File: config.mk
export PLATFORM = sky130hd
export DESIGN_NAME = remap_entry_decode
export DESIGN_NICKNAME = d
export VERILOG_FILES = /design/src/hw/remap_decode_pkg.sv /design/src/hw/remap_entry_decode.sv
export SDC_FILE = /design/constraint.sdc
export NUM_CORES = 1
export LEC_CHECK = 0
export ABC_AREA = 1
export BUFFER_PORTS_ARGS = -buffer_cell sky130_fd_sc_hd__buf_4
export CORE_ASPECT_RATIO = 1.5
export CORE_MARGIN = 2
export CORE_UTILIZATION = 46
export DETAILED_ROUTE_END_ITERATION = 12
export PLACE_DENSITY = 0.83
export SLEW_MARGIN = 0
export SYNTH_ARGS = -nofsm -noshare
export SYNTH_HDL_FRONTEND = slang
export SYNTH_SLANG_ARGS = --single-unit
File: constraint.sdc
create_clock -name mclk_i -period 0.9 [get_ports mclk_i]
set_input_delay 0.045 -clock mclk_i [delete_from_list [all_inputs] [get_ports mclk_i]]
set_output_delay 0.045 -clock mclk_i [all_outputs]
set_load 0.02 [all_outputs]
File: src/hw/remap_decode_pkg.sv
// Purpose: Constants for the remap entry low-bit decoder
// Assumes: Entry low control bits arrive as a byte with each request
// Notes:   Bit positions follow the entry layout
package remap_decode_pkg;
    localparam int unsigned PRESENT_BIT      = 0;
    localparam int unsigned SUPPRESS_BIT     = 1;
    localparam int unsigned FORMAT_BIT       = 2;
    localparam int unsigned HINT_BIT         = 3;
    localparam int unsigned CTRL_W           = 8;
    localparam int unsigned DEST_W_DEF       = 8;
    localparam int unsigned TARGETS_DEF      = 8;
    localparam logic        RESET_BIT        = 1'b0;
endpackage

File: src/hw/remap_entry_decode.sv
// Purpose: Decode present, fault-suppress, format and hint bits of a remap entry
// Assumes: One request per cycle, req_valid_i a one-cycle strobe; one cycle latency
// Notes:   Hint selection rotates among candidate targets named by a bit mask
// Functional notes
// Entry not present blocks every request referencing it; nothing delivered.
// Entry present means request processed per the other programmed fields.
// Suppress bit zero means faults from this entry are recorded and reported.
// Suppress bit one means faults from this entry are neither recorded nor reported.
// Suppress bit evaluated for every request, also for blocked ones.
// Format bit zero means physical target ID, one means logical ID.
// Hint zero sends interrupt to the processor named by the destination.
// Hint one sends to exactly one hardware-chosen of the N named processors.
// Hint and format bits ignored unless the entry is present.
// Blocked request raises a fault event only when suppress bit is zero.
`timescale 1ns/10ps
`default_nettype none
module remap_entry_decode #(
    parameter int unsigned DEST_W  = remap_decode_pkg::DEST_W_DEF,
    parameter int unsigned TARGETS = remap_decode_pkg::TARGETS_DEF
) (
    input  wire logic                                 mclk_i,
    input  wire logic                                 rst_n_i,
    input  wire logic                                 req_valid_i,
    input  wire logic [remap_decode_pkg::CTRL_W-1:0]  remap_table_entry_i,
    input  wire logic [DEST_W-1:0]                    dest_id_i,
    input  wire logic [TARGETS-1:0]                   target_set_i,
    input  wire logic                                 fault_i,
    output logic                                      deliver_o,
    output logic                                      blocked_o,
    output logic                                      target_id_format_o,
    output logic                                      redirection_hint_o,
    output logic [DEST_W-1:0]                         dest_id_o,
    output logic [TARGETS-1:0]                        target_sel_o,
    output logic                                      fault_event_o
);
    typedef struct packed {
        logic               deliver;
        logic               blocked;
        logic               fmt;
        logic               hint;
        logic [DEST_W-1:0]  dest;
        logic [TARGETS-1:0] sel;
        logic               fault;
        logic [TARGETS-1:0] rr;
    } state_t;

    state_t state_reg;
    state_t state_next;
    logic   rst_meta_reg;
    logic   rst_sync_reg;

    always_ff @(posedge mclk_i or negedge rst_n_i) begin
        if (!rst_n_i) begin
            rst_meta_reg <= 1'b0;
            rst_sync_reg <= 1'b0;
        end else begin
            rst_meta_reg <= 1'b1;
            rst_sync_reg <= rst_meta_reg;
        end
    end

    // Lowest candidate at or above the one-hot pointer, else wrap to the
    // lowest candidate; an empty set grants nothing
    function automatic logic [TARGETS-1:0] pick_one(input logic [TARGETS-1:0] cand,
                                                    input logic [TARGETS-1:0] ptr);
        logic [TARGETS-1:0] upper;
        logic [TARGETS-1:0] pool;
        if (ptr == '0) begin
            upper = cand;
        end else begin
            upper = cand & ~(ptr - TARGETS'(1));
        end
        pool     = (upper != '0) ? upper : cand;
        pick_one = pool & (~pool + TARGETS'(1));
    endfunction

    logic present;
    logic suppress;
    logic [TARGETS-1:0] grant;

    always_comb begin
        state_next = state_reg;
        present    = remap_table_entry_i[remap_decode_pkg::PRESENT_BIT];
        suppress   = remap_table_entry_i[remap_decode_pkg::SUPPRESS_BIT];
        grant      = pick_one(target_set_i, state_reg.rr);
        state_next.deliver = req_valid_i && present;                  // see R1
        state_next.blocked = req_valid_i && !present;
        // Suppress read regardless of present; blocked requests fault too
        state_next.fault   = req_valid_i && !suppress && (fault_i || !present); // see R3 see R4 see R5
        if (req_valid_i && present) begin
            state_next.fmt  = remap_table_entry_i[remap_decode_pkg::FORMAT_BIT];
            state_next.hint = remap_table_entry_i[remap_decode_pkg::HINT_BIT];
            state_next.dest = dest_id_i;
            if (remap_table_entry_i[remap_decode_pkg::HINT_BIT]) begin
                state_next.sel = grant;
                if (grant != '0) begin
                    state_next.rr = {grant[TARGETS-2:0], grant[TARGETS-1]};
                end
            end else begin
                state_next.sel = '0;
            end
        end else if (req_valid_i) begin
            state_next.fmt  = remap_decode_pkg::RESET_BIT;
            state_next.hint = remap_decode_pkg::RESET_BIT;
            state_next.sel  = '0;
        end
    end

    always_ff @(posedge mclk_i or negedge rst_sync_reg) begin
        if (!rst_sync_reg) begin
            state_reg <= '0;
        end else begin
            state_reg <= state_next;
        end
    end

    assign deliver_o          = state_reg.deliver;
    assign blocked_o          = state_reg.blocked;
    assign target_id_format_o = state_reg.fmt;
    assign redirection_hint_o = state_reg.hint;
    assign dest_id_o          = state_reg.dest;
    assign target_sel_o       = state_reg.sel;
    assign fault_event_o      = state_reg.fault;
endmodule
`default_nettype wire

After elaboration in Yosys (flattened, before gate mapping)

Cells that the tools add are included.

Add/sub/neg operators: 2
Muxes and demuxes: 7
Bitwise gates (word level): 4
Reduce and logical (&&, ||, !) cells: 12

Operators by type and width:

| kind                  | count |
|---|---|
| $mux W8               | 5 |
| $and A8 B8 Y8         | 2 |
| $not A8 Y8            | 2 |
| $reduce_bool A8 Y1    | 2 |
| $add A8 B1 Y8 const B | 1 |
| $logic_not A8 Y1      | 1 |
| $sub A8 B1 Y8 const B | 1 |
| $logic_and A1 B1 Y1   | 4 |
| $mux W2               | 2 |
| $reduce_and A3 Y1     | 1 |
| $logic_not A1 Y1      | 2 |
| $reduce_bool A2 Y1    | 1 |
| $logic_or A1 B1 Y1    | 1 |

Flip-flop bits (word level): 31
Input bits: 28
Logic and storage cells: 35

Depth between registers and ports, before layout

Gate-level depths: netlist of run 1.

Word-level depth: 11
Mapped depth: 15
Depth with buffers taken out: 15

Least setup slack after synthesis of run 1

Ideal clock, no wire load.

Path kind: register to register
Start: reg state_reg[0] (netlist bit)
End: reg state_reg[2] (netlist bit)
Data arrival time: 1.839 ns
Setup slack: -1.058 ns
Stages on the path, launching flop included: 15
Path through: dfrtp_1 inv_1 ha_1 xor2_1 nand2_1 nand2_1 nand2_1 nor2_2 nand3_1 nand2_1 nor2_4 nand4_1 nand2_2 nand2_1 nand2_1

Word-level cells in the longest chain between the ends: 11
Elaborated cells on any way between the ends: 12

RTL lines:

| what                        | line                      | source |
|---|---|---|
| start, declared             | remap_entry_decode.sv:47  | `state_t state_reg;` |
| start signal, assigned      | remap_entry_decode.sv:113 | `state_reg <= state_next;` |
| $sub A8 B1 Y8               | remap_entry_decode.sv:71  | `upper = cand & ~(ptr - TARGETS'(1));` |
| $not A8 Y8                  | remap_entry_decode.sv:71  |  |
| $and A8 B8 Y8               | remap_entry_decode.sv:71  |  |
| $mux W8 (*)                 | remap_entry_decode.sv:68  | `if (ptr == '0) begin` |
| $reduce_bool A8 Y1          | remap_entry_decode.sv:73  | `pool = (upper != '0) ? upper : cand;` |
| $mux W8 (*)                 | remap_entry_decode.sv:73  |  |
| $not A8 Y8                  | remap_entry_decode.sv:74  | `pick_one = pool & (~pool + TARGETS'(1));` |
| $add A8 B1 Y8               | remap_entry_decode.sv:74  |  |
| $and A8 B8 Y8 (*)           | remap_entry_decode.sv:74  |  |
| $reduce_bool A8 Y1          | remap_entry_decode.sv:96  | `if (grant != '0) begin` |
| $reduce_and A3 Y1 (no line) | --                        |  |

Mark *: on every way between the ends. The rest lies on a longest branch, timed or not.
A chain may end at the register's enable or synchronous reset.

Worst setup path in the final report of run 1

Start: reg state_reg[0] (netlist bit)
End: reg state_reg[7] (netlist bit)

Same word-level chain as after synthesis.

==> results of run 1 <==
==> stage by stage <==
step                      area [um2]  setup slack, ns  TNS, ns  utilization [%]
final                           2606           -1.267   -19.23            75.58
after global routing            2606           -1.414   -21.28            75.58
after global placement          2203           -1.151   -17.25            63.90
after floorplan                 1718          -0.9051   -13.43                -
after detailed placement        2203           -1.141   -17.28            63.90
after CTS                       2530           -1.152   -17.27            73.37
==> tightest hold or removal path: stages <==
cell     delay [ns]
buf_4          0.08
a21oi_1        0.06
nor2_1         0.10
==> path summary, 6_finish.rpt <==
check	from	end	slack (ns)	cells past startpoint
worst min-delay path	fault_i	fault_event_o	0.04	3
worst max-delay path	state_reg[0]	state_reg[7]	-1.27	15
worst max register to register	state_reg[0]	state_reg[7]	-1.27	15
worst min register to register	rst_sync_reg	dest_id_o[0]	0.23	1
min in group asynchronous	rst_n_i	rst_sync_reg	0.09	2
max in group asynchronous	rst_sync_reg	state_reg[3]	0.51	1
==> what timing repair did <==
action	4_1_cts	5_1_grt
pin swaps	9	6
gates cloned	0	0
setup endpoints to repair	16	19
hold buffers	12	0
resized for setup	20	12
endpoints found under the hold margin	13	0
buffers inserted	6	4
==> layout make-up <==
type,count,area (um2)
fillers,244,842.1
repair buffers,95,767.0
inverters,13,48.80
multi-input cells,154,857.1
clock buffers,8,100.1
flip-flops and latches,31,780.7
well taps,42,52.55
==> per-layer routing <==
| metal | part of all wire, % | track usage, % | vias up |
|---|---|---|---|
| li1 | - | - | 832 |
| met1 | 35 | 26.73 | 806 |
| met2 | 55 | 48.00 | 63 |
| met4 | 4.4 | 14.36 | 0 |
| met3 | 5.4 | 5.000 | 22 |
| met5 | 0 | 0 | - |
==> where the power goes <==
group | internal, mW | total [mW] | switching, mW
sequential | 1.67 | 1.93 | 0.263
clock | 0.697 | 1.21 | 0.513
combinational | 2.73 | 6.18 | 3.45
total | 5.09 | 9.32 | 4.23
==> kinds of logic (layout without fill, tap and decap cells) <==
| group | count (synthesis) | after routing | synth area share (%) |
|---|---|---|---|
| xor+xnor | 1 | 1 | 0.5256 |
| fa+ha+maj | 2 | 2 | 1.501 |
| other cells | 1 | 1 | 0.2250 |
| simple gates | 146 | 146 | 39.19 |
| flops | 31 | 31 | 46.55 |
| compound gates | 4 | 4 | 1.426 |
| buf+inv | 31 | 116 | 10.59 |
==> synth_stat cells, types with 2 or more instances <==
master / n / area [um2]
a21oi_1: 2 / 10.01
buf_4: 16 / 120.1
clkbuf_1: 2 / 7.510
dfrtp_1: 31 / 775.7
ha_1: 2 / 25.02
inv_1: 11 / 41.29
nand2_1: 93 / 349.1
nand2_2: 5 / 31.28
nand3_1: 22 / 110.1
nand4_1: 4 / 25.02
nor2_1: 14 / 52.55
nor2_2: 2 / 12.51
nor2_4: 3 / 33.78
==> placed cells by master, fill, tap and decap left out, drive strengths merged, types with 2 or more instances in the layout <==
cell,n
clkbuf,8
nand4,5
nor2,19
nand2,98
ha,2
a21oi,2
buf,83
nand3,23
inv,12
dlygate4sd3,12
dfrtp,31
==> key figures, run 1 <==
Clock tree
  – CTS tree: built
  – Root buffer cell: clkbuf_8
  – H-tree levels: 2
  – Clock buffer depth: 2
  – CTS Buf Count: 5
  – Clock Sinks: 31
  – Worst-path clk slew: 0.07 ns
  – Worst-Skew Late Latency: 0.28 ns

Drt
  – Via density: 5.023
  – Routed WL: 5079 um
  – Pre-antenna DRT Iters: 4
  – DR vias: 1723
  – Residual DRC: 0
  – Routed length per placed instance: 14.81 um
  – Antenna Nets Post-Route: 0
  – 1st-iter DRT viols: 53

Worst setup path
  – CP Class: reg2reg
  – CP required: 1.07 ns
  – Slowest cell on crit path: dfrtp_1
  – CP Buf/Inv Count: 1
  – Arr. time, crit path: 2.33 ns
  – Cell repeated most along the worst path: nand2_1
  – Slowest stage delay, CP: 0.41 ns
  – CP Max Fanout: 8
  – Crit-path leading delay family: simple AND/OR/NAND/NOR gates
  – Setup crit end kind: flip-flop
  – Worst-path cell chain: inv_2 -> ha_4 -> nand2_1 -> nand2_1 -> nand3_2 -> nand2_1 -> nand2_2 -> nor2_4 -> nand3_2 -> nand2_2 -> nor2_4 -> nand4_1 -> nand2_4 -> nand2_2 -> nand2_1
  – CP startpoint kind: flip-flop

Yosys
  – Cell variety after synth: 22
  – Post-synth EDFFs: 0
  – Synth Cell Area: 1667 um2
  – Async SR Flop Fraction: 100.0%
  – Seq cells post-synth: 31
  – Syn Area/Cell: 7.716 um2
  – Post-Syn Nets: 246
  – Post-Synthesis Cells: 216
  – Yosys Warn Count: 0
  – Primary FF master, synth: dfrtp_1
  – Seq/Total Area, Yosys: 46.55%

Final layout
  – Final nets: 330
  – Area Overhead vs Synth: 56.38%
  – Layout cells sized above 1: 46.84%
  – Finished Layout Cells: 343
  – ANT cells: 0

Floorplanning
  – Die height: 77.72 um
  – Placeable core area: 3448 um2
  – Initial cell density of the core: 48.33%
  – Core Rows: 26
  – Die Footprint: 4130 um2
  – Width of the chip: 53.15 um
  – IO Pins: 49

Timing
  – Period minus WS final: 2.167 ns
  – Hold WS: 0.04380 ns
  – Final period util: 240.7%
  – Fin Clk Skew: 0.002891 ns
  – Hold Fails Final Rpt: 0
  – Setup slack after layout: -1.267 ns
  – RSZ-0062 raised after global routing: true
  – Max Fclk: 461.5 MHz
  – Max Slew Vio Count: 0
  – Setup violations, final: 16

Global routing
  – Initial antenna violation count: 0
  – Total GRT Usage: 26.39%
  – Global route overflow: 0
  – First-pass GRT wire length: 7872 um
  – Vias in the first global route: 1828
  – Largest net degree at the start of global routing: 30

Placement
  – Buffers on Ports: 44
  – Dpl cells: 313
  – Routability cong.: 0.9142
  – Placed wire-length estimate: 3156 um

Power and ir drop
  – Lkg Pwr: 1.421 nW
  – Maximum vdd drop: 0.002647 V
  – Overall power: 9.319 mW
  – PD cells: 3576 nW/um2

Outcome
  – Status: finished, violations left
  – Failing checks: setup timing

Job
  – Maxcap violations: 0

Worst hold path
  – Hold crit path type: in2reg
No activity file was read; power rests on OpenSTA's default activity.
==> run 2, diff against run 1 <==
--- a/config.mk
+++ b/config.mk
@@ -5,11 +5,12 @@
 export SDC_FILE = /design/constraint.sdc
 export NUM_CORES = 1
 export LEC_CHECK = 0
-export ABC_AREA = 1
+export ABC_AREA = 0
 export BUFFER_PORTS_ARGS = -buffer_cell sky130_fd_sc_hd__buf_4
 export CORE_ASPECT_RATIO = 1.5
 export CORE_MARGIN = 2
 export CORE_UTILIZATION = 46
+export CTS_CLUSTER_DIAMETER = 100
 export DETAILED_ROUTE_END_ITERATION = 12
 export PLACE_DENSITY = 0.83
 export SLEW_MARGIN = 0
==> key figures, run 2 <==
Final layout
  – Area occupied by multi-input gates: 979.7 um2 (+14%)
  – Layout cells sized above 1: 61.82% (+15 points)
  – Design area: 2932 um2 (+12%)
  – Commonest cells after routing, fill and taps aside: buf_4, dfrtp_1, inv_1
  – Area Overhead vs Synth: 72.41%
  – Commonest non-fill, non-tap cell in the layout: buf_4
  – Fillers: 158 (-35%)
  – ANT cells: 0 (unchanged)
  – Register area: 777.0 um2 (-0.48%)
  – Final nets: 305 (-7.6%)
  – Finished Layout Cells: 318 (-7.3%)

Placement
  – Dpl cells: 279 (-11%)
  – Buffers on Ports: 44 (unchanged)
  – Routability cong.: 0.9003 (-1.5%)
  – Placed wire-length estimate: 3693 um (+17%)
  – Post-DP Area: 2333 um2 (+5.9%)
  – Pre-CTS setup slack: -1.743 ns (-0.6023 ns)

Drt
  – Routed length per placed instance: 27.62 um (+87%)
  – Pre-antenna DRT Iters: 4 (unchanged)
  – Antenna Nets Post-Route: 0 (unchanged)
  – DR vias: 2099 (+22%)
  – Residual DRC: 0 (unchanged)
  – Routed WL: 8783 um (+73%)
  – 1st-iter DRT viols: 155 (+190%)
  – Via density: 6.601 (+31%)

Power and ir drop
  – Maximum vdd drop: 0.003036 V (+15%)
  – PD cells: 4081 nW/um2 (+14%)
  – Lkg Pwr: 1.378 nW (-3.0%)

Yosys
  – Post-synth EDFFs: 0 (unchanged)
  – Yosys Warn Count: 0 (unchanged)
  – Seq/Total Area, Yosys: 45.62% (-0.92 points)
  – Async SR Flop Fraction: 100.0% (unchanged)
  – Top cells by area, synth: dfrtp_1, buf_4, mux2_2, inv_1, o21ai_1
  – Post-Syn Nets: 196 (-20%)
  – Post-Synthesis Cells: 166 (-23%)
  – Synth top area share: 45.62% (-0.92 points)
  – Primary FF master, synth: dfrtp_1
  – Cell variety after synth: 43 (+95%)
  – Top-count cell post-synth: dfrtp_1
  – Area leader, netlist: dfrtp_1
  – Top post-synthesis cells by count: dfrtp_1, inv_1, buf_4
  – Synth Cell Area: 1700 um2 (+2.0%)
  – Syn Area/Cell: 10.24 um2 (+33%)
  – Seq cells post-synth: 31 (unchanged)

Timing
  – Max Fclk: 343.0 MHz (-26%)
  – Period minus WS final: 2.916 ns (+0.7490 ns)
  – Worst-Margin Slew: 0.5173 ns
  – Hold WS: 0.04787 ns (+0.004066 ns)
  – Max Slew Vio Count: 0 (unchanged)
  – Final period util: 324.0% (+83 points)
  – Hold Fails Final Rpt: 0 (unchanged)
  – RSZ-0062 raised after global routing: true
  – Slew margin rel.: 65.25%
  – Setup violations, final: 19 (+3)
  – Setup slack after layout: -2.016 ns (-0.7490 ns)
  – Fin Clk Skew: 0.005422 ns (+0.002531 ns)
  – Setup TNS: -30.09 ns (-10.85 ns)

Clock tree
  – CTS tree: built
  – Worst-Skew Late Latency: 0.29 ns (about the same)
  – Worst-path clk slew: 0.07 ns (about the same)
  – Clock Sinks: 31 (unchanged)
  – Clock buffer depth: 2 (unchanged)
  – CTS Buf Count: 5 (unchanged)
  – H-tree levels: 2 (unchanged)
  – Root buffer cell: clkbuf_8

Outcome
  – Failing checks: setup timing
  – Status: finished, violations left

Floorplanning
  – Width of the chip: 53.64 um (+0.93%)
  – Placeable core area: 3615 um2 (+4.8%)
  – Initial cell density of the core: 47.04% (-1.3 points)
  – Core Rows: 27 (+3.8%)
  – Die height: 78.46 um (+0.95%)
  – Die Footprint: 4209 um2 (+1.9%)
  – IO Pins: 49 (unchanged)

Worst setup path
  – Arr. time, crit path: 3.13 ns (+0.80 ns)
  – Reg2reg path depth: 12 (-3)
  – FF-to-FF setup slack: -2.02 ns (-0.75 ns)
  – Reg2reg start: state_reg[1]
  – CP startpoint: state_reg[1]
  – CP startpoint kind: flip-flop
  – End of the critical path: state_reg[7]
  – Setup crit end kind: flip-flop
  – CP Max Fanout: 5 (-3)
  – CP required: 1.11 ns (+0.04 ns)
  – FF-to-FF End: state_reg[7]
  – CP Class: reg2reg

Global routing
  – Largest net degree at the start of global routing: 30 (unchanged)
  – Total GRT Usage: 40.51% (+14 points)
  – Vias in the first global route: 2153 (+18%)
  – Global route overflow: 0 (unchanged)
  – First-pass GRT wire length: 11450 um (+45%)
  – Initial antenna violation count: 0 (unchanged)

Job
  – Maxcap violations: 0 (unchanged)

Worst hold path
  – Hold crit path type: in2reg
-- run 2: area by class of cell --
type,count,share of cell area (%)
Clock buffer,7,2.604
Timing Repair Buffer,118,33.33
Inverter,18,2.305
Multi-Input combinational cell,101,33.42
Sequential cell,31,26.50
Tap cell,43,1.835
-- run 2: stage by stage --
step | power [mW] | utilization, %
floorplan | 5.195 | -
global placement | 7.076 | 64.56
detailed placement | 7.176 | 64.56
CTS | 10.07 | 76.19
global route | 12.19 | 81.10
finish | 11.96 | 81.10
-- run 2: worst min path at each step --
stage                  from      endpoint  slack, ns  cells after the start
2_1_floorplan       rst_n_i  rst_meta_reg      -0.25                      0
3_3_place_gp        rst_n_i  rst_meta_reg      -0.17                      1
3_5_place_dp        rst_n_i  rst_meta_reg      -0.17                      1
4_1_cts        dest_id_i[0]  dest_id_o[0]      0.008                      2
5_1_grt        dest_id_i[0]  dest_id_o[0]       0.02                      2
6_report       dest_id_i[0]  dest_id_o[0]       0.05                      2
-- run 2: critical path, cell delays in order (launching register included) --
cell      delay [ns]
dfrtp_1         0.40
inv_2           0.07
ha_4            0.15
or3b_4          0.25
o21ai_2         0.07
a222oi_1        0.34
buf_4           0.20
nand4_4         0.23
nor2_4          0.20
buf_4           0.14
mux2i_2         0.34
and4_4          0.32
o21bai_2        0.13
-- run 2: what timing repair did --
action,4_1_cts,5_1_grt
hold endpoints to repair,10,0
setup endpoints to repair,16,32
buffers inserted,11,11
hold buffers,9,0
gates resized for setup,31,25
pin swaps,23,18
gates cloned,1,0
-- run 2: cells by family after synthesis --
logic type	synth area share (%)
compound gates	20.60
xor+xnor	1.546
fa+ha+maj	1.471
buf+inv	11.70
flops	45.62
mux	5.887
other cells	0.2205
simple gates	12.95
-- run 2: power by group --
| group | total, mW | internal (mW) | switching (mW) |
|---|---|---|---|
| Sequential | 1.95 | 1.66 | 0.286 |
| Clock | 1.08 | 0.533 | 0.552 |
| Combinational | 8.93 | 4.03 | 4.90 |
| Total | 12.0 | 6.23 | 5.74 |
-- run 2: layer usage --
metal | wire length [um] | vias to the layer above | part of all wire, % | track usage (%)
met1 | 2664 | 966 | 30 | 40.13
met2 | 4195 | 248 | 48 | 64.44
met4 | 932 | 0 | 11 | 35.13
met5 | 0 | - | 0 | 0
met3 | 992 | 88 | 11 | 13.31
li1 | - | 797 | - | -
